===== config.mk =====
export PLATFORM = sky130hd
export DESIGN_NAME = picc_controller
export DESIGN_NICKNAME = d
export VERILOG_FILES = /design/src/picc_pkg.sv /design/src/picc_controller.sv /design/src/picc_sense_detect.sv
export SDC_FILE = /design/constraint.sdc
export NUM_CORES = 1
export LEC_CHECK = 0
export BUFFER_PORTS_ARGS = -buffer_cell sky130_fd_sc_hd__buf_2
export CORE_ASPECT_RATIO = 2
export CORE_MARGIN = 1.5
export CORE_UTILIZATION = 35
export CTS_BUF_LIST = sky130_fd_sc_hd__clkbuf_16
export DETAILED_ROUTE_END_ITERATION = 8
export HOLD_SLACK_MARGIN = 0.1
export PLACE_DENSITY = 0.64
export SYNTH_ARGS = -nofsm -noshare
export SYNTH_HDL_FRONTEND = slang
export SYNTH_SLANG_ARGS = --single-unit

===== constraint.sdc =====
create_clock -name hclk -period 45.8 [get_ports hclk]
set_clock_uncertainty 0.15 [all_clocks]
set_input_delay 2.29 -clock hclk [delete_from_list [all_inputs] [get_ports hclk]]
set_output_delay 2.29 -clock hclk [all_outputs]
set_load 0.005 [all_outputs]

===== src/picc_pkg.sv =====
// Package: offsets, field layouts, reset values, codes and types of the interrupt controller
package picc_pkg;

  // Source counts
  localparam int NUM_EXT       = 6;
  localparam int NUM_PRIO_REGS = 10;
  localparam int NUM_SRC       = 2 * NUM_PRIO_REGS;
  localparam int NUM_PERIPH    = NUM_SRC - NUM_EXT;

  // Register byte offsets (word index is offset / 4)
  localparam logic [7:0] OFS_SYSTEM_CONTROL = 8'h00;
  localparam logic [7:0] OFS_SENSE_HIGH     = 8'h04;
  localparam logic [7:0] OFS_SENSE_LOW      = 8'h08;
  localparam logic [7:0] OFS_REQ_ENABLE     = 8'h0C;
  localparam logic [7:0] OFS_REQ_FLAG       = 8'h10;
  localparam logic [7:0] OFS_INT_MASK       = 8'h14;
  localparam logic [7:0] OFS_PRESENTED      = 8'h18;
  localparam logic [7:0] OFS_INT_STATUS     = 8'h1C;
  localparam logic [7:0] OFS_PRIO_FIRST     = 8'h40;
  localparam logic [7:0] OFS_PRIO_LAST      = 8'h64;

  // Field positions
  localparam int MODE_LSB       = 0;
  localparam int NMI_EDGE_BIT   = 2;
  localparam int PRIO_LOW_LSB   = 0;
  localparam int PRIO_HIGH_LSB  = 4;
  localparam int NMI_STATUS_BIT = 6;
  localparam int PRES_LEVEL_LSB = 8;
  localparam int PRES_REQ_BIT   = 12;

  // Reset values
  localparam logic [2:0] PRIO_FIELD_RESET = 3'h7;
  localparam logic [5:0] ENABLE_RESET     = 6'h00;
  localparam logic [1:0] MODE_RESET       = 2'h0;
  localparam logic [1:0] SENSE_RESET      = 2'h0;

  // Mode-select codes
  localparam logic [1:0] MODE_SEL_0 = 2'h0;
  localparam logic [1:0] MODE_SEL_2 = 2'h2;

  // Sense-control codes
  localparam logic [1:0] SENSE_LOW  = 2'h0;
  localparam logic [1:0] SENSE_FALL = 2'h1;
  localparam logic [1:0] SENSE_RISE = 2'h2;
  localparam logic [1:0] SENSE_BOTH = 2'h3;

  // Vector numbers and levels
  localparam logic [6:0] VEC_NMI         = 7'h07;
  localparam logic [6:0] VEC_EXT_BASE    = 7'h10;
  localparam logic [6:0] VEC_PERIPH_BASE = 7'h18;
  localparam logic [3:0] LEVEL_NMI       = 4'h8;

  // Bus slave states
  typedef enum logic [1:0] {
    PICC_BUS_IDLE,
    PICC_BUS_WRITE,
    PICC_BUS_RDWAIT
  } picc_bus_state_type;

endpackage : picc_pkg


===== src/picc_controller.sv =====
// Priority interrupt controller with AHB-Lite register slave
//
// Operation
// - Two control modes are chosen by a two-bit mode field in the system control register.
// - The non-maskable request ranks at level 8, above every settable level, and is never masked at cpu_req; its status bit reaches irq_out only through mask bit 6.
// - Each source presents its own distinct vector number.
// - The non-maskable pin detects its rising or its falling edge, chosen by a control bit.
// - Each of six external pins senses falling edge, rising edge, both edges or low level.
// - Ten priority registers each hold two 3-bit level fields at bits 2..0 and 6..4.
// - Field code 000 is level 0, the lowest, and 111 is level 7, the highest.
// - Bits 7 and 3 of each priority register always read zero.
// - Every priority field resets to all ones, level 7.
// - The enable register holds one enable per external pin at bits 5..0, reset to zero.
// - The lowest address bits are ignored and taken as zero for word accesses.
// - Sense code 00 is low level, 01 falling, 10 rising and 11 both edges.
// - A pin's flag is set whenever its selected sense condition occurs.
`timescale 1ns/10ps
`default_nettype none
module picc_controller
  import picc_pkg::*;
(
  input  wire logic                  hclk,
  input  wire logic                  hresetn,
  input  wire logic                  hsel,
  input  wire logic [31:0]           haddr,
  input  wire logic [1:0]            htrans,
  input  wire logic                  hwrite,
  input  wire logic [2:0]            hsize,
  input  wire logic [31:0]           hwdata,
  input  wire logic                  hready,
  output logic                       hreadyout,
  output logic                       hresp,
  output logic [31:0]                hrdata,
  input  wire logic                  nmi_pin,
  input  wire logic [NUM_EXT-1:0]    external_request_pins,
  input  wire logic [NUM_PERIPH-1:0] periph_req,
  input  wire logic                  cpu_ack,
  output logic                       cpu_req,
  output logic [6:0]                 cpu_vector,
  output logic [3:0]                 cpu_level,
  output logic                       irq_out
);

  // Register state
  picc_bus_state_type bus_state_reg, bus_state_next;
  logic [5:0]         addr_reg, addr_next;
  logic               addr_ok_reg, addr_ok_next;
  logic [31:0]        hrdata_reg, hrdata_next;
  logic               hreadyout_reg, hreadyout_next;
  logic               hresp_reg;
  logic [1:0]         mode_reg, mode_next;
  logic               nmi_rise_reg, nmi_rise_next;
  logic [1:0]         sense_reg [NUM_EXT];
  logic [1:0]         sense_next [NUM_EXT];
  logic [2:0]         prio_reg [NUM_SRC];
  logic [2:0]         prio_next [NUM_SRC];
  logic [5:0]         enable_reg, enable_next;
  logic [5:0]         flag_reg, flag_next;
  logic [6:0]         mask_reg, mask_next;
  logic [6:0]         status_reg, status_next;
  logic               nmi_pend_reg, nmi_pend_next;
  logic               cpu_req_reg, cpu_req_next;
  logic [6:0]         cpu_vector_reg, cpu_vector_next;
  logic [3:0]         cpu_level_reg, cpu_level_next;
  logic               irq_out_reg, irq_out_next;

  logic               take;
  logic               wr_en;
  logic [7:0]         wr_byte;
  logic [7:0]         wr_ofs;
  logic [31:0]        rd_value;
  logic [NUM_EXT-1:0] ext_hit;
  logic               nmi_hit;
  logic [NUM_SRC-1:0] src_req;
  logic               mode2;

  assign take    = hsel & hready & htrans[1];
  assign wr_en   = (bus_state_reg == PICC_BUS_WRITE) & addr_ok_reg;
  assign wr_byte = hwdata[7:0];
  assign wr_ofs  = {addr_reg, 2'b00};
  assign mode2   = (mode_reg == MODE_SEL_2);

  // Pin detectors, one per external pin
  genvar gi;
  generate
    for (gi = 0; gi < NUM_EXT; gi++) begin : g_ext
      picc_sense_detect u_det (
        .clk       (hclk),
        .rst_n     (hresetn),
        .pin_level (external_request_pins[gi]),
        .sense_sel (sense_reg[gi]),
        .event_hit (ext_hit[gi])
      );
    end
  endgenerate

  // Non-maskable pin: only the two single-edge codes are ever selected
  picc_sense_detect u_nmi_det (
    .clk       (hclk),
    .rst_n     (hresetn),
    .pin_level (nmi_pin),
    .sense_sel (nmi_rise_reg ? SENSE_RISE : SENSE_FALL),
    .event_hit (nmi_hit)
  );

  // Bus slave: writes finish with zero wait, reads add one wait so a write just before is seen
  always_comb begin
    bus_state_next = bus_state_reg;
    addr_next      = addr_reg;
    addr_ok_next   = addr_ok_reg;
    hrdata_next    = hrdata_reg;
    hreadyout_next = 1'b1;
    case (bus_state_reg)
      PICC_BUS_RDWAIT: begin
        hrdata_next    = rd_value;
        bus_state_next = PICC_BUS_IDLE;
      end
      default: begin
        bus_state_next = PICC_BUS_IDLE;
        if (take) begin
          addr_next    = haddr[7:2];
          addr_ok_next = (haddr[31:8] == 24'h000000);
          if (hwrite) begin
            bus_state_next = PICC_BUS_WRITE;
          end else begin
            bus_state_next = PICC_BUS_RDWAIT;
            hreadyout_next = 1'b0;
          end
        end
      end
    endcase
  end

  always_ff @(posedge hclk or negedge hresetn) begin
    if (!hresetn) begin
      bus_state_reg <= PICC_BUS_IDLE;
      addr_reg      <= 6'h00;
      addr_ok_reg   <= 1'b0;
      hrdata_reg    <= 32'h00000000;
      hreadyout_reg <= 1'b1;
      hresp_reg     <= 1'b0;
    end else begin
      bus_state_reg <= bus_state_next;
      addr_reg      <= addr_next;
      addr_ok_reg   <= addr_ok_next;
      hrdata_reg    <= hrdata_next;
      hreadyout_reg <= hreadyout_next;
      hresp_reg     <= 1'b0;
    end
  end

  // Read multiplexer; unmapped offsets read zero
  always_comb begin
    rd_value = 32'h00000000;
    if (addr_ok_reg) begin
      case (wr_ofs)
        OFS_SYSTEM_CONTROL: rd_value[2:0] = {nmi_rise_reg, mode_reg};
        OFS_SENSE_HIGH:     rd_value[3:0] = {sense_reg[5], sense_reg[4]};
        OFS_SENSE_LOW:      rd_value[7:0] = {sense_reg[3], sense_reg[2], sense_reg[1], sense_reg[0]};
        OFS_REQ_ENABLE:     rd_value[5:0] = enable_reg;
        OFS_REQ_FLAG:       rd_value[5:0] = flag_reg;
        OFS_INT_MASK:       rd_value[6:0] = mask_reg;
        OFS_INT_STATUS:     rd_value[6:0] = status_reg;
        OFS_PRESENTED:      rd_value[12:0] = {cpu_req_reg, cpu_level_reg, 1'b0, cpu_vector_reg};
        default: begin
          if (wr_ofs >= OFS_PRIO_FIRST && wr_ofs <= OFS_PRIO_LAST) begin
            rd_value[7:0] = {1'b0, prio_reg[2 * (addr_reg - 6'h10)],
                             1'b0, prio_reg[2 * (addr_reg - 6'h10) + 1]};
          end
        end
      endcase
    end
  end

  // Configuration registers
  always_comb begin
    mode_next     = mode_reg;
    nmi_rise_next = nmi_rise_reg;
    enable_next   = enable_reg;
    mask_next     = mask_reg;
    sense_next    = sense_reg;
    prio_next     = prio_reg;
    if (wr_en) begin
      case (wr_ofs)
        OFS_SYSTEM_CONTROL: begin
          mode_next     = wr_byte[MODE_LSB +: 2];
          nmi_rise_next = wr_byte[NMI_EDGE_BIT];
        end
        OFS_SENSE_HIGH: begin
          sense_next[4] = wr_byte[1:0];
          sense_next[5] = wr_byte[3:2];
        end
        OFS_SENSE_LOW: begin
          for (int k = 0; k < 4; k++) begin
            sense_next[k] = wr_byte[2 * k +: 2];
          end
        end
        OFS_REQ_ENABLE: enable_next = wr_byte[5:0];
        OFS_INT_MASK:   mask_next   = wr_byte[6:0];
        default: begin
          if (wr_ofs >= OFS_PRIO_FIRST && wr_ofs <= OFS_PRIO_LAST) begin
            prio_next[2 * (addr_reg - 6'h10)]     = wr_byte[PRIO_HIGH_LSB +: 3];
            prio_next[2 * (addr_reg - 6'h10) + 1] = wr_byte[PRIO_LOW_LSB +: 3];
          end
        end
      endcase
    end
  end

  always_ff @(posedge hclk or negedge hresetn) begin
    if (!hresetn) begin
      mode_reg     <= MODE_RESET;
      nmi_rise_reg <= 1'b0;
      enable_reg   <= ENABLE_RESET;
      mask_reg     <= 7'h00;
      for (int k = 0; k < NUM_EXT; k++) begin
        sense_reg[k] <= SENSE_RESET;
      end
      for (int k = 0; k < NUM_SRC; k++) begin
        prio_reg[k] <= PRIO_FIELD_RESET;
      end
    end else begin
      mode_reg     <= mode_next;
      nmi_rise_reg <= nmi_rise_next;
      enable_reg   <= enable_next;
      mask_reg     <= mask_next;
      sense_reg    <= sense_next;
      prio_reg     <= prio_next;
    end
  end

  // Flags and sticky status: a set in the same cycle as a clear wins
  always_comb begin
    logic [6:0] ack_clr;
    ack_clr = 7'h00;
    if (cpu_ack && cpu_req_reg) begin
      if (cpu_vector_reg == VEC_NMI) begin
        ack_clr[NMI_STATUS_BIT] = 1'b1;
      end
      for (int k = 0; k < NUM_EXT; k++) begin
        if (cpu_vector_reg == VEC_EXT_BASE + 7'(k) && sense_reg[k] != SENSE_LOW) begin
          ack_clr[k] = 1'b1; // Level sources stay flagged while the pin is low
        end
      end
    end
    flag_next     = flag_reg & ~ack_clr[5:0];
    status_next   = status_reg;
    nmi_pend_next = (nmi_pend_reg & ~ack_clr[NMI_STATUS_BIT]) | nmi_hit;
    if (wr_en && wr_ofs == OFS_REQ_FLAG) begin
      flag_next = flag_next & ~wr_byte[5:0];
    end
    if (wr_en && wr_ofs == OFS_INT_STATUS) begin
      status_next = status_reg & ~wr_byte[6:0];
    end
    flag_next   = flag_next | ext_hit;
    status_next = status_next | {nmi_hit, ext_hit};
    irq_out_next = |(status_reg & mask_reg);
  end

  always_ff @(posedge hclk or negedge hresetn) begin
    if (!hresetn) begin
      flag_reg     <= 6'h00;
      status_reg   <= 7'h00;
      nmi_pend_reg <= 1'b0;
      irq_out_reg  <= 1'b0;
    end else begin
      flag_reg     <= flag_next;
      status_reg   <= status_next;
      nmi_pend_reg <= nmi_pend_next;
      irq_out_reg  <= irq_out_next;
    end
  end

  // Qualified sources: external pins first, then on-chip requests
  assign src_req = {periph_req, flag_reg & enable_reg};

  // Resolution; mode 0 ignores the level fields and uses the fixed order only
  always_comb begin
    logic       found;
    logic [2:0] best_lvl;
    logic [4:0] best_idx;
    logic [2:0] lvl;
    found    = 1'b0;
    best_lvl = 3'h0;
    best_idx = 5'h00;
    lvl      = 3'h0;
    for (int i = 0; i < NUM_SRC; i++) begin
      lvl = mode2 ? prio_reg[i] : 3'h0;
      if (src_req[i] && (!found || lvl > best_lvl)) begin
        found    = 1'b1;
        best_lvl = lvl;
        best_idx = 5'(i);
      end
    end
    cpu_req_next    = 1'b0;
    cpu_vector_next = cpu_vector_reg;
    cpu_level_next  = cpu_level_reg;
    if (nmi_pend_reg) begin
      cpu_req_next    = 1'b1;
      cpu_vector_next = VEC_NMI;
      cpu_level_next  = LEVEL_NMI;
    end else if (found) begin
      cpu_req_next    = 1'b1;
      cpu_level_next  = {1'b0, best_lvl};
      cpu_vector_next = (best_idx < 5'(NUM_EXT)) ? VEC_EXT_BASE + {2'b00, best_idx}
                                                 : VEC_PERIPH_BASE + {2'b00, best_idx} - 7'(NUM_EXT);
    end
  end

  always_ff @(posedge hclk or negedge hresetn) begin
    if (!hresetn) begin
      cpu_req_reg    <= 1'b0;
      cpu_vector_reg <= 7'h00;
      cpu_level_reg  <= 4'h0;
    end else begin
      cpu_req_reg    <= cpu_req_next;
      cpu_vector_reg <= cpu_vector_next;
      cpu_level_reg  <= cpu_level_next;
    end
  end

  assign hreadyout  = hreadyout_reg;
  assign hresp      = hresp_reg;
  assign hrdata     = hrdata_reg;
  assign cpu_req    = cpu_req_reg;
  assign cpu_vector = cpu_vector_reg;
  assign cpu_level  = cpu_level_reg;
  assign irq_out    = irq_out_reg;
endmodule : picc_controller
`default_nettype wire


===== src/picc_sense_detect.sv =====
// Edge or level detector for one request pin
`timescale 1ns/10ps
`default_nettype none
module picc_sense_detect
  import picc_pkg::*;
(
  input  wire logic       clk,
  input  wire logic       rst_n,
  input  wire logic       pin_level,
  input  wire logic [1:0] sense_sel,
  output logic            event_hit
);

  logic prev_reg;
  logic prev_next;
  logic armed_reg;
  logic armed_next;

  // Previous pin level; the first edge after reset only learns it, whatever the pin's idle level
  always_comb begin
    prev_next  = pin_level;
    armed_next = 1'b1;
  end

  always_ff @(posedge clk or negedge rst_n) begin
    if (!rst_n) begin
      prev_reg  <= 1'b1;
      armed_reg <= 1'b0;
    end else begin
      prev_reg  <= prev_next;
      armed_reg <= armed_next;
    end
  end

  // Selected condition; edges wait for the learnt level, low level does not
  always_comb begin
    case (sense_sel)
      SENSE_LOW:  event_hit = ~pin_level;
      SENSE_FALL: event_hit = armed_reg & prev_reg & ~pin_level;
      SENSE_RISE: event_hit = armed_reg & ~prev_reg & pin_level;
      SENSE_BOTH: event_hit = armed_reg & (prev_reg ^ pin_level);
      default:    event_hit = 1'b0;
    endcase
  end

endmodule : picc_sense_detect
`default_nettype wire


## Yosys cells after proc, flatten, opt, wreduce, memory -nomap -nowiden

Index checks and enable logic that the tools add are counted.

- Register bits: 146
- Output and inout port bits: 47

- Add/subtract/negate cells: 5
- Magnitude comparators: 26
- Equal/unequal tests: 38
- Multiplexer cells: 130
- Bitwise gates (word level): 76
- Reduce and logical (&&, ||, !) cells: 97

Operators with widths:

| kind | number |
|---|---|
| 3-bit 2-to-1 mux | 46 |
| 60-bit bitwise mux | 2 |
| 5-bit 2-to-1 mux | 19 |
| 33-bit by 6-bit >= comparator with 1-bit output, second input constant | 2 |
| 33-bit by 1-bit less-than comparator with 1-bit output, second input constant | 2 |
| 32-bit inverter with 33-bit output | 2 |
| 3-bit > comparator | 19 |
| 7-bit by 5-bit == test with 1-bit output, second input constant | 6 |
| 7-bit 2-to-1 mux | 6 |
| 1-bit AND | 39 |
| 1-bit 2-to-1 mux | 33 |
| 2-bit == test, second input constant | 16 |
| 1-bit logical AND | 31 |
| 3-bit binary-select mux with 5-bit select | 2 |
| 3-bit demux with 5-bit select | 2 |
| 1-bit one-hot mux with 4 select lines | 7 |
| 6-bit by 3-bit == test with 1-bit output, second input constant | 4 |
| 24-bit zero test | 1 |
| 3-bit one-hot mux with 8 select lines | 1 |
| 1-bit zero test | 19 |
| 1-bit logical OR | 19 |
| 6-bit AND | 3 |
| 1-bit inverter | 17 |
| 2-bit by 1-bit == test with 1-bit output, second input constant | 8 |
| 34 further kinds | 66 |

## Depth between registers and ports, before layout

Gate-level depths: netlist of run 1.

- Word-level depth: 84
- Mapped depth: 169
- Depth with buffers taken out: 157

## By module

Synthesis of run 1 repeated with hierarchy kept, for this count alone.

- Cell total of the unflattened synthesis: 1071
- Area, all modules: 10312.4 µm²

Modules (own cells, without submodules):

| module | instances | cells each | area each (µm²) |
|---|---|---|---|
| picc_controller | 1 | 1029 | 9743.1 |
| picc_sense_detect | 7 | 6 | 81.3 |

## Worst setup path before layout of run 1

No wires, ideal clock.

- Kind: reg2reg
- Start point: register mode_reg[0]
- End point: register cpu_vector_reg[2] (netlist: cpu_vector[2])
- Library setup time: 0.138 ns
- Arrival time: 28.915 ns
- Data required time: 45.512 ns
- Slack: 16.597 ns
- Stages on the path, launching flop included: 159
- Path buffers: 12
- Path through: dfrtp_1 -> nor2b_1 -> clkbuf_1 -> clkbuf_1 -> clkbuf_1 -> clkbuf_1 -> clkbuf_1 -> clkbuf_1 -> clkbuf_1 -> clkbuf_1 -> nand3_1 -> ha_1 -> a21oi_1 -> a21oi_2 -> a31oi_1 -> a21o_1 -> nand2_1 -> ha_1 -> (+123 left out) -> a21oi_1 -> a31oi_1 -> o21ai_0 -> nor2_1 -> a21o_1 -> ha_1 -> a21o_1 -> a21oi_1 -> a31oi_1 -> o21a_1 -> nor2_1 -> nand2_1 -> o21ai_0 -> inv_1 -> ha_1 -> nor4_4 -> mux2i_1 -> o211ai_1

- Cells in the longest elaborated chain, start to end: 84

RTL lines:

| what | RTL line | text |
|---|---|---|
| start: declaration | picc_controller.sv:51 | `logic [1:0] mode_reg, mode_next;` |
| start signal: assignment | picc_controller.sv:223 | `mode_reg <= mode_next;` |
| 2-bit == test (*) | picc_controller.sv:81 | `assign mode2 = (mode_reg == MODE_SEL_2);` |
| 3-bit 2-to-1 mux | picc_controller.sv:288 | `lvl = mode2 ? prio_reg[i] : 3'h0;` |
| 3-bit 2-to-1 mux | picc_controller.sv:289 | `if (src_req[i] && (!found \|\| lvl > best_lvl)) begin` |
| 3-bit > comparator | picc_controller.sv:289 |  |
| 1-bit logical OR | picc_controller.sv:289 |  |
| 1-bit logical AND | picc_controller.sv:289 |  |
| 3-bit 2-to-1 mux / 1-bit 2-to-1 mux (equally long branches) | picc_controller.sv:289 |  |
| 3-bit > comparator / 1-bit zero test (equally long branches) | picc_controller.sv:289 |  |
| (+68 left out) | n/a |  |
| 1-bit logical OR | picc_controller.sv:289 |  |
| 1-bit logical AND | picc_controller.sv:289 |  |
| 5-bit 2-to-1 mux | picc_controller.sv:289 |  |
| 5-bit by 5-bit adder with 6-bit output | picc_controller.sv:306 | `: VEC_PERIPH_BASE + {2'b00, best_idx} - 7'(NUM_EXT);` |
| 6-bit by 3-bit subtractor with 7-bit output | picc_controller.sv:306 |  |
| 7-bit 2-to-1 mux | picc_controller.sv:305 | `cpu_vector_next = (best_idx < 5'(NUM_EXT)) ? VEC_EXT_BASE + {2'b00, best_idx}` |
| 7-bit 2-to-1 mux | picc_controller.sv:302 | `end else if (found) begin` |
| 7-bit 2-to-1 mux | picc_controller.sv:298 | `if (nmi_pend_reg) begin` |
| end signal: assignment | picc_controller.sv:317 | `cpu_vector_reg <= cpu_vector_next;` |
| end: declaration | picc_controller.sv:63 | `logic [6:0] cpu_vector_reg, cpu_vector_next;` |

Mark *: on every way between the ends. The rest lies on a longest branch, timed or not. The select of a mux whose other input is x is not followed.
A chain may end at the register's enable or synchronous reset.

## Final worst setup path of run 1

Ends and elaborated chain as after synthesis.

==> flow_summary.yaml, run 1 <==
clock_tree:
  postCtsHoldBufs: 0
  htreeDepth: 4
  post_cts_buffers: 0
  cts.sinks: 145
  path_clk_slew_ns: 0.06
  post_cts_resized: 0
  clockBufferDepth: 2
  clock_latency_ns: 0.43
  cts_tree: "yes"
  numCtsBuffers: 17
  clock-root-buffer: "clkbuf_16"
power_and_ir_drop:
  p_leak_nw: 4.841
  p_per_area_nw_per_um2: 40.09
  ir_worst_vdd_uv: 29.73
  fin_total_pwr_mw: 0.4544
critical_path:
  slowest_stage: "a311oi_2"
  cp_max_fo: 75
  crit_arrival_ns: 32.73
  cp-startpoint: "mode_reg[0]"
  start_kind: "register"
  max_stage_delay_ns: 0.64
  cpMostUsedCell: "ha_1"
  critical_path.endpoint_type: "register"
  criticalPathCategory: "register to register"
  r2r-start: "mode_reg[0]"
  critPathRequiredTime_ns: 45.91
die:
  core_area_sq_um: 28190
  dieHeight_um: 242.5
  row_count: 87
  dieArea_sq_um: 29760
  initial_core_util: 0.3559
  die_w_um: 122.7
  io_pins: 143
hold_path:
  hold_path_class: "register to register"
  holdCritStartpoint: "hrdata[7]"
routing:
  drc: 0
  routed_wirelength_um: 31950
  via_count: 8656
  ant_nets: 0
  post_drt_via_cell_ratio: 5.782
  first_iter_violations: 423
  wire_per_inst_um: 21.34
  first_pass_iters: 5
sta:
  worstMarginPinSlew_ns: 1.281
  rsz0062_at_grt: "no"
  finalSetupViolCount: 0
  min_period_ns: 32.62
  whs_ns: 0.3402
  finalHoldViolations: 0
  relSlewSlack: 0.1342
  report.final.slew_viol_count: 0
  fmax_mhz: 30.66
  tns_ns: 0
  finalCritPeriodShare: 0.7121
  fin_ws_ns: 13.18
finish:
  layout_commonest_cell: "nand2_1"
  largest_reg_flops: 60
  stdcell_count: 1497
  final_layout_size_suffix_gt1_frac: 0.2910
  fin_util: 0.4020
  mostFrequentLayoutCells: "164 x nand2_1, 92 x mux2_2, 90 x buf_2"
  layout.nets: 1272
  fin_area_sq_um: 11330
  num_antenna_cells: 0
  syn2layout_area_growth_pct: 12.95
grt:
  grt_pass1_vias: 8682
  grt_pass1_wl_um: 49230
  overflow: 0
  gr-usage-all-layers: 0.2186
  antenna_found_initial: 0
  grt_max_degree: 99
outcome:
  status: "complete, no violations"
place:
  dpl_cell_area_sq_um: 10760
  gp_congestion: 0.9398
  dp.cells: 1466
  place_hpwl_um: 24720
  numPortBuffers: 91
  pre_cts_slack_ns: 13.53
yosys:
  synth_area_leader_cell: "dfrtp_1"
  async_flop_share: 1.000
  synth_cell_types: 86
  synth-edff-count: 0
  yosysSeqAreaShare: 0.3701
  syn_area_per_cell_sq_um: 9.548
  syn_inst: 1051
  synth_ff_type: "dfrtp_1"
  synthDominantCellAreaShare: 0.1920
  ys_seq_elements: 145
  netlist_area_sq_um: 10030
  yosysWarnings: 0
  synth_area_leaders: "dfrtp_1 19%, dfstp_2 18%, mux2_2 10%"
run:
  cap_viol_max_count: 0
final timing paths:
path	to	slack (ns)	cells after the start
worst max-delay path	cpu_vector[2]	13.18	148
worst min-delay path	hrdata[7]	0.34	2
worst max register to register	cpu_vector[2]	13.18	148
worst min register to register	hrdata[7]	0.34	2
max in group asynchronous	cpu_vector[0]	42.51	2
min in group asynchronous	sense_reg[2]	1.80	1
Yosys cell counts (11+ instances only):
master and number:
a21oi_1 52, nand3_1 18, dfrtp_1 77, o21a_1 11, nor4_1 12, inv_1 25, a21o_1 20, o31ai_1 12
a22o_1 11, clkbuf_1 31, o22ai_1 20, a22oi_1 13, nor2_1 48, dfstp_2 68, buf_4 21, and2_1 34
nand3b_1 11, nand2b_1 11, ha_1 47, nor3_1 20, mux2_2 92, mux2i_1 20, nand2_1 164, nor2b_1 15
o21ai_0 43, mux4_2 12
logic make-up after synthesis:
kind of cell | synth area share
XOR/XNOR | 0.0008730
AND/OR/NAND/NOR | 0.1879
other | 0.0007484
multiplexers | 0.1526
adder cells (fa/ha/maj) | 0.05860
buffers and inverters | 0.04102
flip-flops | 0.3701
AO/OA/AOI/OAI | 0.1882
worst max-delay path: cells and delay by family (launching register included):
kind	cells	cell delay [ns]
compound gates	78	17.27
simple gates	40	6.52
fa+ha+maj	20	5.57
mux	4	1.43
buf+inv	6	1.05
flops	1	0.44
metal layers:
| metal | part of all wire | up-vias | track usage |
|---|---|---|---|
| met4 | 0.065 | 0 | 0.1484 |
| met2 | 0.56 | 260 | 0.4136 |
| met3 | 0.031 | 100 | 0.02589 |
| li1 | - | 4018 | - |
| met5 | 0 | - | 0 |
| met1 | 0.35 | 4278 | 0.2120 |
final cells by class:
| cell class | count | area, sq um |
|---|---|---|
| Multi-Input combinational cell | 842 | 5998 |
| Clock inverter | 13 | 120.1 |
| Sequential cell | 145 | 3714 |
| Clock buffer | 18 | 450.4 |
| Fill cell | 2768 | 16860 |
| Timing Repair Buffer | 97 | 506.7 |
| Inverter | 26 | 100.1 |
| Tap cell | 356 | 445.4 |
report_power, final:
group	internal (mW)	leakage (nW)	switching (mW)
registers	0.138	1.62	0.0151
logic	0.0694	2.92	0.0952
clock network	0.0822	0.297	0.0542
Power figures use the tool's default switching activity.
==> inputs of run 2 (changes only) <==
PLACE_DENSITY = 0.66   (was 0.64)
clock period = 28 ns   (was 45.8 ns; I/O delays follow)
==> run 2 against run 1 <==
  * Combinational power increased by 110%
  * First-iteration DRC count is 16% higher
  * Worst hold slack improved by 0.0028 ns
  * Critical endpoint is now cpu_vector[1]
  * Largest power group unchanged
  * Flip-flop and latch count unchanged
==> flow_summary.yaml, run 2 (synthesized netlist as in run 1, its figures left out) <==
routing:
  ant_nets: 0
  wl_met3_um: 1042
  routed_wirelength_um: 32600
  met2_length_um: 17850
  post_drt_via_cell_ratio: 5.765
  maxUsedRoutingLayer: "met4"
  drc: 0
  via_count: 9132
  first_pass_iters: 5
  wire_per_inst_um: 20.58
  first_iter_violations: 489
  met1_length_um: 11270
place:
  place_hpwl_um: 24950
  gp_congestion: 0.9569
  dp.cells: 1523
  pre_cts_slack_ns: -0.2978
  numPortBuffers: 91
die:
  io_pins: 143
  row_count: 87
  core_area_sq_um: 28190
  die_w_um: 122.7
  dieHeight_um: 242.5
  dieArea_sq_um: 29760
  initial_core_util: 0.3559
finish:
  num_antenna_cells: 0
  layout_commonest_cell: "nand2_1"
  nFillCells: 2695
  final_layout_size_suffix_gt1_frac: 0.3868
  ff_latch_area_sq_um: 3715
  mostFrequentLayoutCells: "162 x nand2_1, 92 x buf_4, 91 x mux2_2"
  stdcell_count: 1584
  multiInputGateArea_sq_um: 6372
  layout.nets: 1359
  largest_reg_flops: 60
  syn2layout_area_growth_pct: 22.63
clock_tree:
  clockBufferDepth: 2
  clock-root-buffer: "clkbuf_16"
  numCtsBuffers: 17
  postCtsHoldBufs: 0
  path_clk_slew_ns: 0.06
  htreeDepth: 4
  cts.sinks: 145
  clock_latency_ns: 0.43
  cts_tree: "yes"
outcome:
  status: "complete, no violations"
grt:
  grt_pass1_vias: 9086
  grt_pass1_wl_um: 49560
  antenna_found_initial: 0
  overflow: 0
  gr-usage-all-layers: 0.2185
  grt_max_degree: 74
critical_path:
  cpMostUsedCell: "ha_1"
  cp-startpoint: "mode_reg[0]"
  criticalPathCategory: "register to register"
  r2r-start: "mode_reg[0]"
  slowest_stage: "or4_4"
  critical_path.endpoint_type: "register"
  crit_arrival_ns: 26.85
  max_stage_delay_ns: 0.54
  cp_max_fo: 7
  start_kind: "register"
  critPathRequiredTime_ns: 28.19
power_and_ir_drop:
  p_leak_nw: 5.296
  fin_total_pwr_mw: 0.7965
  ir_worst_vdd_uv: 47.40
  p_per_area_nw_per_um2: 64.73
sta:
  relSlewSlack: 0.2951
  fmax_mhz: 37.51
  report.final.slew_viol_count: 0
  finalCritPeriodShare: 0.9521
  whs_ns: 0.3430
  fin_ws_ns: 1.342
  finalSetupViolCount: 0
  worstMarginPinSlew_ns: 1.049
  finalHoldViolations: 0
  tns_ns: 0
  min_period_ns: 26.66
hold_path:
  hold_path_class: "register to register"
  holdCritStartpoint: "hrdata[7]"
run:
  cap_viol_max_count: 0
run 2: cell count changes in the layout (fill, tap and decap cells not counted), sizes merged:
cell	delta
inv	-4
clkinvlp	-1
bufinv	-2
clkinv	+7
buf	+87
run 2: layer usage:
metal  track usage  vias to the layer above
li1              -                     4190
met3       0.02401                      108
met4        0.1498                        0
met1        0.2153                     4505
met5             0                        -
met2        0.4103                      329
run 2: timing repair:
action | CTS | global route
resized for setup | 8 | 73
pin swaps | 1 | 37
buffers inserted | 3 | 27
setup endpoints to repair | 4 | 9
run 2: worst paths after layout:
kind                                 end  slack [ns]  cells past startpoint
setup / recovery           cpu_vector[1]        1.34                    147
hold / removal                 hrdata[7]        0.34                      2
setup reg to reg           cpu_vector[1]        1.34                    147
hold reg to reg                hrdata[7]        0.34                      2
max in group asynchronous  status_reg[1]       25.44                      2
min in group asynchronous        irq_out        0.82                      1
run 2: worst max-delay path, delay by kind of cell, from the launching register on:
family	cells	cell delay (ns)
simple gates	44	6.97
fa+ha+maj	20	5.47
buf+inv	8	0.98
flops	1	0.44
compound gates	73	11.78
mux	2	0.71
run 2: layout make-up:
class | count | share of cell area
Tap cell | 356 | 0.03620
Inverter | 26 | 0.008134
Sequential cell | 145 | 0.3019
Clock buffer | 18 | 0.03660
Multi-Input combinational cell | 842 | 0.5178
Timing Repair Buffer | 184 | 0.09456
Clock inverter | 13 | 0.004779
run 2: through the flow:
step	instance area (sq um)	utilization
floorplan	10160	-
global placement	11230	0.3984
detailed placement	11230	0.3984
CTS	11810	0.4188
global route	12310	0.4365
finish	12310	0.4365
run 2: report_power, final:
| group | leakage, nW | switching (mW) | internal (mW) |
|---|---|---|---|
| combinational | 3.40 | 0.176 | 0.171 |
| clock | 0.269 | 0.0843 | 0.114 |
| sequential | 1.62 | 0.0240 | 0.226 |
| total | 5.30 | 0.284 | 0.512 |
